File: config.mk
export PLATFORM = sky130hd
export DESIGN_NAME = pwc_top
export DESIGN_NICKNAME = d
export VERILOG_FILES = /design/src/include/pwc_pkg.sv /design/src/core/pwc_sync_edge.sv /design/src/core/pwc_prescaler.sv /design/src/core/pwc_top.sv
export SDC_FILE = /design/constraint.sdc
export NUM_CORES = 1
export LEC_CHECK = 0
export BUFFER_PORTS_ARGS = -buffer_cell sky130_fd_sc_hd__buf_2
export CELL_PAD_IN_SITES_DETAIL_PLACEMENT = 1
export CELL_PAD_IN_SITES_GLOBAL_PLACEMENT = 2
export CORE_MARGIN = 5
export CORE_UTILIZATION = 37
export CTS_BUF_LIST = sky130_fd_sc_hd__clkbuf_4 sky130_fd_sc_hd__clkbuf_8 sky130_fd_sc_hd__clkbuf_16
export CTS_CLUSTER_SIZE = 30
export DETAILED_ROUTE_END_ITERATION = 8
export PLACE_DENSITY_LB_ADDON = 0.05
export SLEW_MARGIN = 30
export SYNTH_ARGS = -nofsm -noshare
export SYNTH_HDL_FRONTEND = slang
export SYNTH_SLANG_ARGS = --single-unit
File: constraint.sdc
create_clock -name ref_clk_i -period 3.7 [get_ports ref_clk_i]
set_input_delay 0.74 -clock ref_clk_i [delete_from_list [all_inputs] [get_ports ref_clk_i]]
set_output_delay 0.74 -clock ref_clk_i [all_outputs]
set_load 0.05 [all_outputs]
File: src/include/pwc_pkg.sv
// Constants, field layout and divide table of the periodic wakeup counter
package pwc_pkg;

  localparam int PWC_DATA_W = 8;
  localparam int PWC_PS_W = 4;
  localparam int PWC_CLKS_W = 2;
  localparam int PWC_DIV_W = 18;

  // Control/status field positions
  localparam int PWC_FLAG_BIT = 7;
  localparam int PWC_CLKS_MSB = 6;
  localparam int PWC_CLKS_LSB = 5;
  localparam int PWC_IE_BIT = 4;
  localparam int PWC_PS_MSB = 3;
  localparam int PWC_PS_LSB = 0;

  // Values after reset
  localparam logic [7:0] PWC_COUNT_RST = 8'h00;
  localparam logic [7:0] PWC_MOD_RST = 8'h00;
  localparam logic [1:0] PWC_CLKS_RST = 2'h0;
  localparam logic [3:0] PWC_PS_OFF = 4'h0;
  localparam logic [17:0] PWC_DIV_RST = 18'h00000;

  // Clock source codes; 2'h2 and 2'h3 both pick the internal clock
  localparam logic [1:0] PWC_SRC_LPO = 2'h0;
  localparam logic [1:0] PWC_SRC_EXT = 2'h1;

  // Source edges per prescaler output event; zero means off
  function automatic logic [17:0] pwc_ratio(input logic [3:0] ps,
                                            input logic lks0);
    logic [17:0] r;
    r = PWC_DIV_RST;
    if (!lks0) begin
      unique case (ps)
        4'h0: r = 18'h00000;
        4'h1: r = 18'h00008;
        4'h2: r = 18'h00020;
        4'h3: r = 18'h00040;
        4'h4: r = 18'h00080;
        4'h5: r = 18'h00100;
        4'h6: r = 18'h00200;
        4'h7: r = 18'h00400;
        4'h8: r = 18'h00001;
        4'h9: r = 18'h00002;
        4'hA: r = 18'h00004;
        4'hB: r = 18'h0000A;
        4'hC: r = 18'h00010;
        4'hD: r = 18'h00064;
        4'hE: r = 18'h001F4;
        4'hF: r = 18'h003E8;
      endcase
    end else begin
      unique case (ps)
        4'h0: r = 18'h00000;
        4'h1: r = 18'h00400;
        4'h2: r = 18'h00800;
        4'h3: r = 18'h01000;
        4'h4: r = 18'h02000;
        4'h5: r = 18'h04000;
        4'h6: r = 18'h08000;
        4'h7: r = 18'h10000;
        4'h8: r = 18'h003E8;
        4'h9: r = 18'h007D0;
        4'hA: r = 18'h01388;
        4'hB: r = 18'h02710;
        4'hC: r = 18'h04E20;
        4'hD: r = 18'h0C350;
        4'hE: r = 18'h186A0;
        4'hF: r = 18'h30D40;
      endcase
    end
    return r;
  endfunction

endpackage

File: src/core/pwc_sync_edge.sv
// Two-flop synchroniser with rising edge pulse for one source clock
module pwc_sync_edge (
  input wire logic ref_clk_i,
  input wire logic rstn_i,
  input wire logic async_i,
  output logic rise_o
);
  logic meta_r;
  logic sync_r;
  logic last_r;

  always_ff @(posedge ref_clk_i or negedge rstn_i) begin
    if (!rstn_i) begin
      meta_r <= 1'b0;
      sync_r <= 1'b0;
      last_r <= 1'b0;
      rise_o <= 1'b0;
    end else begin
      meta_r <= async_i;
      sync_r <= meta_r;
      last_r <= sync_r;
      rise_o <= sync_r & ~last_r;
    end
  end
endmodule

File: src/core/pwc_prescaler.sv
// Prescaler: counts source edges and pulses once per divide period
module pwc_prescaler #(
  parameter int DIV_W = pwc_pkg::PWC_DIV_W
) (
  input wire logic ref_clk_i,
  input wire logic rstn_i,
  input wire logic src_edge_i,
  input wire logic [pwc_pkg::PWC_PS_W-1:0] ps_i,
  input wire logic lks0_i,
  input wire logic clr_i,
  output logic tick_o
);
  import pwc_pkg::*;

  logic [DIV_W-1:0] div_r;
  logic [DIV_W-1:0] last_val;

  assign last_val = DIV_W'(pwc_ratio(ps_i, lks0_i)) - DIV_W'(1);

  always_ff @(posedge ref_clk_i or negedge rstn_i) begin
    if (!rstn_i) begin
      div_r <= DIV_W'(PWC_DIV_RST);
      tick_o <= 1'b0;
    end else if (clr_i || ps_i == PWC_PS_OFF) begin
      div_r <= DIV_W'(PWC_DIV_RST);
      tick_o <= 1'b0;
    end else if (src_edge_i) begin
      if (div_r == last_val) begin
        div_r <= DIV_W'(PWC_DIV_RST);
        tick_o <= 1'b1;
      end else begin
        div_r <= div_r + DIV_W'(1);
        tick_o <= 1'b0;
      end
    end else begin
      tick_o <= 1'b0;
    end
  end
endmodule

File: src/core/pwc_top.sv
// Periodic wakeup counter: source select, prescaler, modulo counter, flag
//
// Contract
// 8-bit up-counter to modulo value, clocked by selectable prescaler.
// Reset: counter stopped at 0x00, modulo 0x00, prescaler off.
// Reset selects the 1 kHz low-power oscillator as source.
// Prescaler off while prescale select is zero; runs once nonzero.
// Select 00 low-power, 01 external, 1x internal reference clock.
// Writing a different clock select clears prescaler and counter.
// Prescale select with clock select bit 0 picks divide ratio.
// Writing a different prescale select clears prescaler and counter.
// Prescaler periods follow the period table, e.g. 8 ms and 1 s.
// Any modulo value 0x00 through 0xFF is accepted.
// Counter increments per event until equal modulo, then wraps to 0x00.
// Flag sets when counter moves from modulo value to 0x00.
// Any modulo write clears prescaler and counter.
// Interrupt request is flag AND interrupt enable.
// Writing 1 to the flag clears flag and pending request.
// Status bits: flag 7, clock select 6-5, enable 4, prescale 3-0.
// Writing 0 to the flag bit leaves it unchanged.
// Count is read-only and shows the current counter value.
// Modulo 0x00 sets the flag on every prescaler event.
// Source clocks cross safely into the reference clock domain.
module pwc_top (
  input wire logic ref_clk_i,
  input wire logic rstn_i,
  input wire logic low_power_oscillator_clock_i,
  input wire logic external_reference_clock_i,
  input wire logic internal_reference_clock_i,
  input wire logic ctrl_wr_i,
  input wire logic [pwc_pkg::PWC_DATA_W-1:0] ctrl_wdata_i,
  input wire logic modulo_wr_i,
  input wire logic [pwc_pkg::PWC_DATA_W-1:0] modulo_wdata_i,
  output logic [pwc_pkg::PWC_DATA_W-1:0] counter_control_status_o,
  output logic [pwc_pkg::PWC_DATA_W-1:0] current_count_o,
  output logic [pwc_pkg::PWC_DATA_W-1:0] modulo_compare_value_o,
  output logic match_interrupt_o
);
  import pwc_pkg::*;

  logic match_interrupt_flag_r;
  logic match_interrupt_flag_nxt;
  logic match_interrupt_enable_r;
  logic [PWC_CLKS_W-1:0] counter_clock_select_r;
  logic [PWC_PS_W-1:0] prescale_select_r;
  logic [PWC_DATA_W-1:0] count_r;
  logic [PWC_DATA_W-1:0] modulo_r;
  logic irq_r;
  logic irq_nxt;

  logic lpo_rise;
  logic ext_rise;
  logic int_rise;
  logic src_edge;
  logic pre_tick;
  logic clr_req;
  logic wrap_evt;
  logic flag_clr;

  logic [PWC_CLKS_W-1:0] wr_clks;
  logic [PWC_PS_W-1:0] wr_ps;

  assign wr_clks = ctrl_wdata_i[PWC_CLKS_MSB:PWC_CLKS_LSB];
  assign wr_ps = ctrl_wdata_i[PWC_PS_MSB:PWC_PS_LSB];

  // Each source is sampled through two flops before edge detection
  pwc_sync_edge u_sync_lpo (
    .ref_clk_i(ref_clk_i),
    .rstn_i(rstn_i),
    .async_i(low_power_oscillator_clock_i),
    .rise_o(lpo_rise)
  );

  pwc_sync_edge u_sync_ext (
    .ref_clk_i(ref_clk_i),
    .rstn_i(rstn_i),
    .async_i(external_reference_clock_i),
    .rise_o(ext_rise)
  );

  pwc_sync_edge u_sync_int (
    .ref_clk_i(ref_clk_i),
    .rstn_i(rstn_i),
    .async_i(internal_reference_clock_i),
    .rise_o(int_rise)
  );

  // Source multiplexer
  always_comb begin
    unique case (counter_clock_select_r)
      PWC_SRC_LPO: src_edge = lpo_rise;
      PWC_SRC_EXT: src_edge = ext_rise;
      default: src_edge = int_rise;
    endcase
  end

  // Clears of prescaler and counter
  always_comb begin
    clr_req = 1'b0;
    if (ctrl_wr_i && wr_clks != counter_clock_select_r) begin
      clr_req = 1'b1;
    end
    if (ctrl_wr_i && wr_ps != prescale_select_r) begin
      clr_req = 1'b1;
    end
    if (modulo_wr_i) begin
      clr_req = 1'b1;
    end
  end

  pwc_prescaler #(
    .DIV_W(PWC_DIV_W)
  ) u_prescaler (
    .ref_clk_i(ref_clk_i),
    .rstn_i(rstn_i),
    .src_edge_i(src_edge),
    .ps_i(prescale_select_r),
    .lks0_i(counter_clock_select_r[0]),
    .clr_i(clr_req),
    .tick_o(pre_tick)
  );

  assign wrap_evt = pre_tick && !clr_req && count_r == modulo_r;
  assign flag_clr = ctrl_wr_i && ctrl_wdata_i[PWC_FLAG_BIT];

  // Set beats a simultaneous write-one clear
  assign match_interrupt_flag_nxt = wrap_evt ||
                                    (match_interrupt_flag_r && !flag_clr);
  assign irq_nxt = match_interrupt_flag_nxt &&
                   (ctrl_wr_i ? ctrl_wdata_i[PWC_IE_BIT]
                              : match_interrupt_enable_r);

  // Control fields
  always_ff @(posedge ref_clk_i or negedge rstn_i) begin
    if (!rstn_i) begin
      counter_clock_select_r <= PWC_CLKS_RST;
      prescale_select_r <= PWC_PS_OFF;
      match_interrupt_enable_r <= 1'b0;
    end else if (ctrl_wr_i) begin
      counter_clock_select_r <= wr_clks;
      prescale_select_r <= wr_ps;
      match_interrupt_enable_r <= ctrl_wdata_i[PWC_IE_BIT];
    end
  end

  // Modulo value
  always_ff @(posedge ref_clk_i or negedge rstn_i) begin
    if (!rstn_i) begin
      modulo_r <= PWC_MOD_RST;
    end else if (modulo_wr_i) begin
      modulo_r <= modulo_wdata_i;
    end
  end

  // Modulo counter
  always_ff @(posedge ref_clk_i or negedge rstn_i) begin
    if (!rstn_i) begin
      count_r <= PWC_COUNT_RST;
    end else if (clr_req) begin
      count_r <= PWC_COUNT_RST;
    end else if (pre_tick) begin
      if (count_r == modulo_r) begin
        count_r <= PWC_COUNT_RST;
      end else begin
        count_r <= count_r + 8'h01;
      end
    end
  end

  // Flag and request
  always_ff @(posedge ref_clk_i or negedge rstn_i) begin
    if (!rstn_i) begin
      match_interrupt_flag_r <= 1'b0;
      irq_r <= 1'b0;
    end else begin
      match_interrupt_flag_r <= match_interrupt_flag_nxt;
      irq_r <= irq_nxt;
    end
  end

  // Readback and request outputs
  assign counter_control_status_o = {match_interrupt_flag_r,
                                     counter_clock_select_r,
                                     match_interrupt_enable_r,
                                     prescale_select_r};
  assign current_count_o = count_r;
  assign modulo_compare_value_o = modulo_r;
  assign match_interrupt_o = irq_r;

  property p_reset_state;
    @(posedge ref_clk_i) disable iff (!rstn_i)
    $rose(rstn_i) |-> count_r == PWC_COUNT_RST &&
      modulo_r == PWC_MOD_RST && prescale_select_r == PWC_PS_OFF &&
      counter_clock_select_r == PWC_SRC_LPO;
  endproperty
  a_reset_state: assert property (p_reset_state)
    else $error("state not cleared after reset");

  property p_off_no_tick;
    @(posedge ref_clk_i) disable iff (!rstn_i)
    prescale_select_r == PWC_PS_OFF && $stable(prescale_select_r)
      |-> !pre_tick && $stable(count_r);
  endproperty
  a_off_no_tick: assert property (p_off_no_tick)
    else $error("prescaler ran while off");

  property p_clks_clear;
    @(posedge ref_clk_i) disable iff (!rstn_i)
    ctrl_wr_i && wr_clks != counter_clock_select_r
      |=> count_r == PWC_COUNT_RST && !pre_tick;
  endproperty
  a_clks_clear: assert property (p_clks_clear)
    else $error("clock select change did not clear counter");

  property p_ps_clear;
    @(posedge ref_clk_i) disable iff (!rstn_i)
    ctrl_wr_i && wr_ps != prescale_select_r
      |=> count_r == PWC_COUNT_RST && !pre_tick;
  endproperty
  a_ps_clear: assert property (p_ps_clear)
    else $error("prescale change did not clear counter");

  property p_mod_write;
    @(posedge ref_clk_i) disable iff (!rstn_i)
    modulo_wr_i |=> count_r == PWC_COUNT_RST &&
      modulo_r == $past(modulo_wdata_i);
  endproperty
  a_mod_write: assert property (p_mod_write)
    else $error("modulo write did not load value and clear count");

  property p_increment;
    @(posedge ref_clk_i) disable iff (!rstn_i)
    pre_tick && !clr_req && count_r != modulo_r
      |=> count_r == $past(count_r) + 8'h01 &&
          current_count_o == count_r;
  endproperty
  a_increment: assert property (p_increment)
    else $error("counter did not increment on event");

  property p_wrap;
    @(posedge ref_clk_i) disable iff (!rstn_i)
    pre_tick && !clr_req && count_r == modulo_r
      |=> count_r == PWC_COUNT_RST && match_interrupt_flag_r;
  endproperty
  a_wrap: assert property (p_wrap)
    else $error("wrap did not clear count and set flag");

  property p_hold;
    @(posedge ref_clk_i) disable iff (!rstn_i)
    !pre_tick && !clr_req |=> $stable(count_r);
  endproperty
  a_hold: assert property (p_hold)
    else $error("counter moved without prescaler event");

  property p_mod_zero;
    @(posedge ref_clk_i) disable iff (!rstn_i)
    pre_tick && !clr_req && modulo_r == PWC_MOD_RST
      |=> match_interrupt_flag_r && count_r == PWC_COUNT_RST;
  endproperty
  a_mod_zero: assert property (p_mod_zero)
    else $error("zero modulo did not flag every event");

  property p_irq;
    @(posedge ref_clk_i) disable iff (!rstn_i)
    ##1 match_interrupt_o ==
      (match_interrupt_flag_r && match_interrupt_enable_r);
  endproperty
  a_irq: assert property (p_irq)
    else $error("request differs from flag and enable");

  property p_flag_clear;
    @(posedge ref_clk_i) disable iff (!rstn_i)
    flag_clr && !wrap_evt |=> !match_interrupt_flag_r &&
      !match_interrupt_o;
  endproperty
  a_flag_clear: assert property (p_flag_clear)
    else $error("write one did not clear flag and request");

  property p_flag_keep;
    @(posedge ref_clk_i) disable iff (!rstn_i)
    match_interrupt_flag_r && ctrl_wr_i && !ctrl_wdata_i[PWC_FLAG_BIT]
      |=> match_interrupt_flag_r;
  endproperty
  a_flag_keep: assert property (p_flag_keep)
    else $error("write zero changed the flag");

  property p_status_layout;
    @(posedge ref_clk_i) disable iff (!rstn_i)
    ctrl_wr_i |=> counter_control_status_o[6:0] == $past(ctrl_wdata_i[6:0]);
  endproperty
  a_status_layout: assert property (p_status_layout)
    else $error("status fields misplaced");

  property p_source_edge;
    @(posedge ref_clk_i) disable iff (!rstn_i)
    counter_clock_select_r == PWC_SRC_EXT |-> src_edge == ext_rise;
  endproperty
  a_source_edge: assert property (p_source_edge)
    else $error("wrong source edge selected");

endmodule

==> flow_summary.toml <==
[run_status]
outcome = "finished, final reports clean"

[worst_setup_path]
critPathSlowestCell = "or4_4"
path_class = "reg -> reg"
start_kind = "flip-flop"
slowest_delay_ns = 0.57
crit_start = "prescale_select_r[0]$_DFFE_PN0P_"
r2r_start = "prescale_select_r[0]$_DFFE_PN0P_"
required_ns = 3.86
crit_path_end_kind = "flip-flop"
arrival_ns = 3.62
worstPathMaxFanout = 11
cp_common_cell = "buf_4"
path_cells = "buf_4, ha_1, mux2i_1, o22ai_2, a211oi_2, nor3b_2, nand2_2, nor4_1, a211oi_1, or4_4, buf_4, nand4b_1, a31oi_1"

[logic_synthesis]
synth_fp_nets = 442
synth_edf_count = 0
synth_adder_area_share_pct = 2.57
ys.flop_type = "dfrtp_1"
synth_xor_area_share_pct = 11.2
seq_area_frac_synth_pct = 35.9
synth_top_family_by_area = "simple AND/OR/NAND/NOR gates"
synthMuxAreaShare_pct = 5.87
async_flop_share_pct = 100
synth.distinct_cells = 70
yosys_warnings = 0
synth-simple-area-share_pct = 26.0
postSynthAreaPerCell_um2 = 9.49
synth_area_leaders = "dfrtp_1 (36%), xor2_1 (6.3%), xnor2_1 (4.9%)"
netlist_instances = 411
synth_compound_area_share_pct = 13.6
synth_top_area_share_pct = 35.9
synth_top_cell_by_area = "dfrtp_1"
netlist_area_um2 = 3900
ys_seq_elements = 56

[sta]
setup_tns_ns = 0
hold_viol_final = 0
rsz0062_at_grt = "false"
setup_viol = 0
fin_crit_ns = 3.46
fin_skew_ns = 0.0108
layout_setup_ws_ns = 0.243
worst_pin_slew_ns = 0.780
hold_slack_ns = 0.355
max_freq_mhz = 289
slew_headroom_pct = 47.5
min_period_over_period_pct = 93.4
drv_slew = 0

[clock_network]
hold_buffers = 0
tritoncts = "done"
clkSinkCount = 56
root_buffer = "clkbuf_8"
clk_latency_ns = 0.31
cts.clk_slew.worst_paths_ns = 0.10
ctsHtreeMaxLevel = 2
cts_buffers = 5
clk_path_buf_depth = 2

[routing]
drt_iter0_markers = 94
vias = 3166
antenna_left = 0
viasPerCell = 5.30
wl_um = 10100
dr.pass1.iters = 4
drc = 0
wl_per_cell_um = 17.0

[floorplanning]
die_w_um = 113
start_util_pct = 37.8
core_um2 = 10300
ioPinCount = 48
die_area_um2 = 12700
rows = 37
die_h_um = 113

[grt]
antenna_found_initial = 0
grt_pass1_wl_um = 17300
track_usage_pct = 16.6
grt_overflow_total = 0
first_global_vias = 3393
grt_max_degree = 32

[finish]
nets = 492
fin_cells = 597
drive_above_1_share_pct = 27.8
area_growth_pct = 13.5
n_antenna_cell = 0
fillerInstances = 1193

[power]
p_per_area_nw_per_um2 = 348
ir_drop_mv = 0.174
leakagePower_nw = 1.86

[flow_run]
drv_cap = 0

[worst_hold_path]
min-delay-start = "u_sync_int.meta_r$_DFF_PN0_"
hold_class = "reg -> reg"

[place]
place_congestion = 0.849
dp_slack_ns = 0.173
dpl.hpwl_um = 8060
io_buffers = 47
dpl.cell_count = 590
[cell usage in the layout (no fill, tap or decap), drive strengths merged, types with 3 or more instances in the layout]
master and n:
buf 67, nand3b 4, or3b 3, a31oi 4, nor3b 4, mux2 15, nand3 17, and2 7
o2bb2ai 4, xor2 28, a211oi 5, inv 7, a21oi 17, nor2 34, mux2i 6, dfrtp 56
or3 3, xnor2 22, clkbuf 6, nor2b 7, and3 7, nor4 8, o21ai 22, ha 8
nand4 12, nand2b 9, nand2 39, nor3 7
[cells by family after synthesis]
kind of cell / after synthesis
fa+ha+maj: 8
xor+xnor: 50
mux: 21
compound gates: 71
simple gates: 174
buf+inv: 31
flops: 56
[worst max-delay path, delay by kind of cell, from the launching register on]
family          cells  cell delay (ns)
compound gates      4             0.61
simple gates        5             1.41
flops               1             0.43
mux                 1             0.19
buf+inv             2             0.36
fa+ha+maj           1             0.30
[power by group]
group	switching, mW	leakage (nW)	internal, mW	total [mW]
Sequential	0.0235	0.724	0.635	0.659
Clock	0.201	0.0473	0.150	0.351
Combinational	0.321	1.09	0.209	0.530
[registers in the layout, summed over array words and instances (netlist names), 2 cells and up]
signal,flops
counter_clock_select_r,2
current_count_o,8
modulo_compare_value_o,8
prescale_select_r,4
u_prescaler.div_r,18
[stage by stage]
stage / area, um2 / utilization, % / total power, mW
2_1_floorplan: 3900 / - / 1.06
3_3_place_gp: 4320 / 41.8 / 1.19
3_5_place_dp: 4320 / 41.8 / 1.20
4_1_cts: 4410 / 42.7 / 1.57
5_1_grt: 4430 / 42.9 / 1.64
6_report: 4430 / 42.9 / 1.54
[cell usage after synthesis (all sizes together), types with 8 or more instances]
| cell type | instances |
|---|---|
| nor4 | 8 |
| nand2b | 9 |
| dfrtp | 56 |
| nand2 | 39 |
| buf | 17 |
| nor2 | 34 |
| nand4 | 12 |
| nand3 | 17 |
| mux2 | 15 |
| xnor2 | 22 |
| o21ai | 22 |
| a21oi | 17 |
| xor2 | 28 |
| ha | 8 |
[metal layers]
metal,GRT usage (%),vias to the layer above,part of all wire (%)
met5,0,-,0
met4,4.89,0,2.1
met3,2.53,13,2.8
met2,28.9,48,49
met1,21.1,1558,46
li1,-,1547,-
[final cells by class]
type                            count  area [um2]  share of cell area (%)
Tap cell                          136         170                    3.84
Clock buffer                        6        82.6                    1.86
Multi-Input combinational cell    324        2330                    52.6
Clock inverter                      1        8.76                   0.198
Timing Repair Buffer               67         410                    9.27
Sequential cell                    56        1400                    31.7
Inverter                            7        26.3                   0.593
[what timing repair did]
action	CTS	global route
gates resized for setup	0	6
setup endpoints to repair	0	19
buffers inserted	0	0
[worst paths after layout]
| check | depth (start not counted) | slack [ns] | endpoint |
|---|---|---|---|
| setup reg to reg | 13 | 0.24 | u_prescaler.div_r[2]$_DFFE_PN0P_ |
| min in group asynchronous | 1 | 0.44 | u_sync_ext.rise_o$_DFF_PN0_ |
| setup / recovery | 13 | 0.24 | u_prescaler.div_r[2]$_DFFE_PN0P_ |
| max in group asynchronous | 2 | 2.41 | u_sync_int.last_r$_DFF_PN0_ |
| hold / removal | 0 | 0.35 | u_sync_int.sync_r$_DFF_PN0_ |
| hold reg to reg | 0 | 0.35 | u_sync_int.sync_r$_DFF_PN0_ |
(Power assumes the default switching activity.)
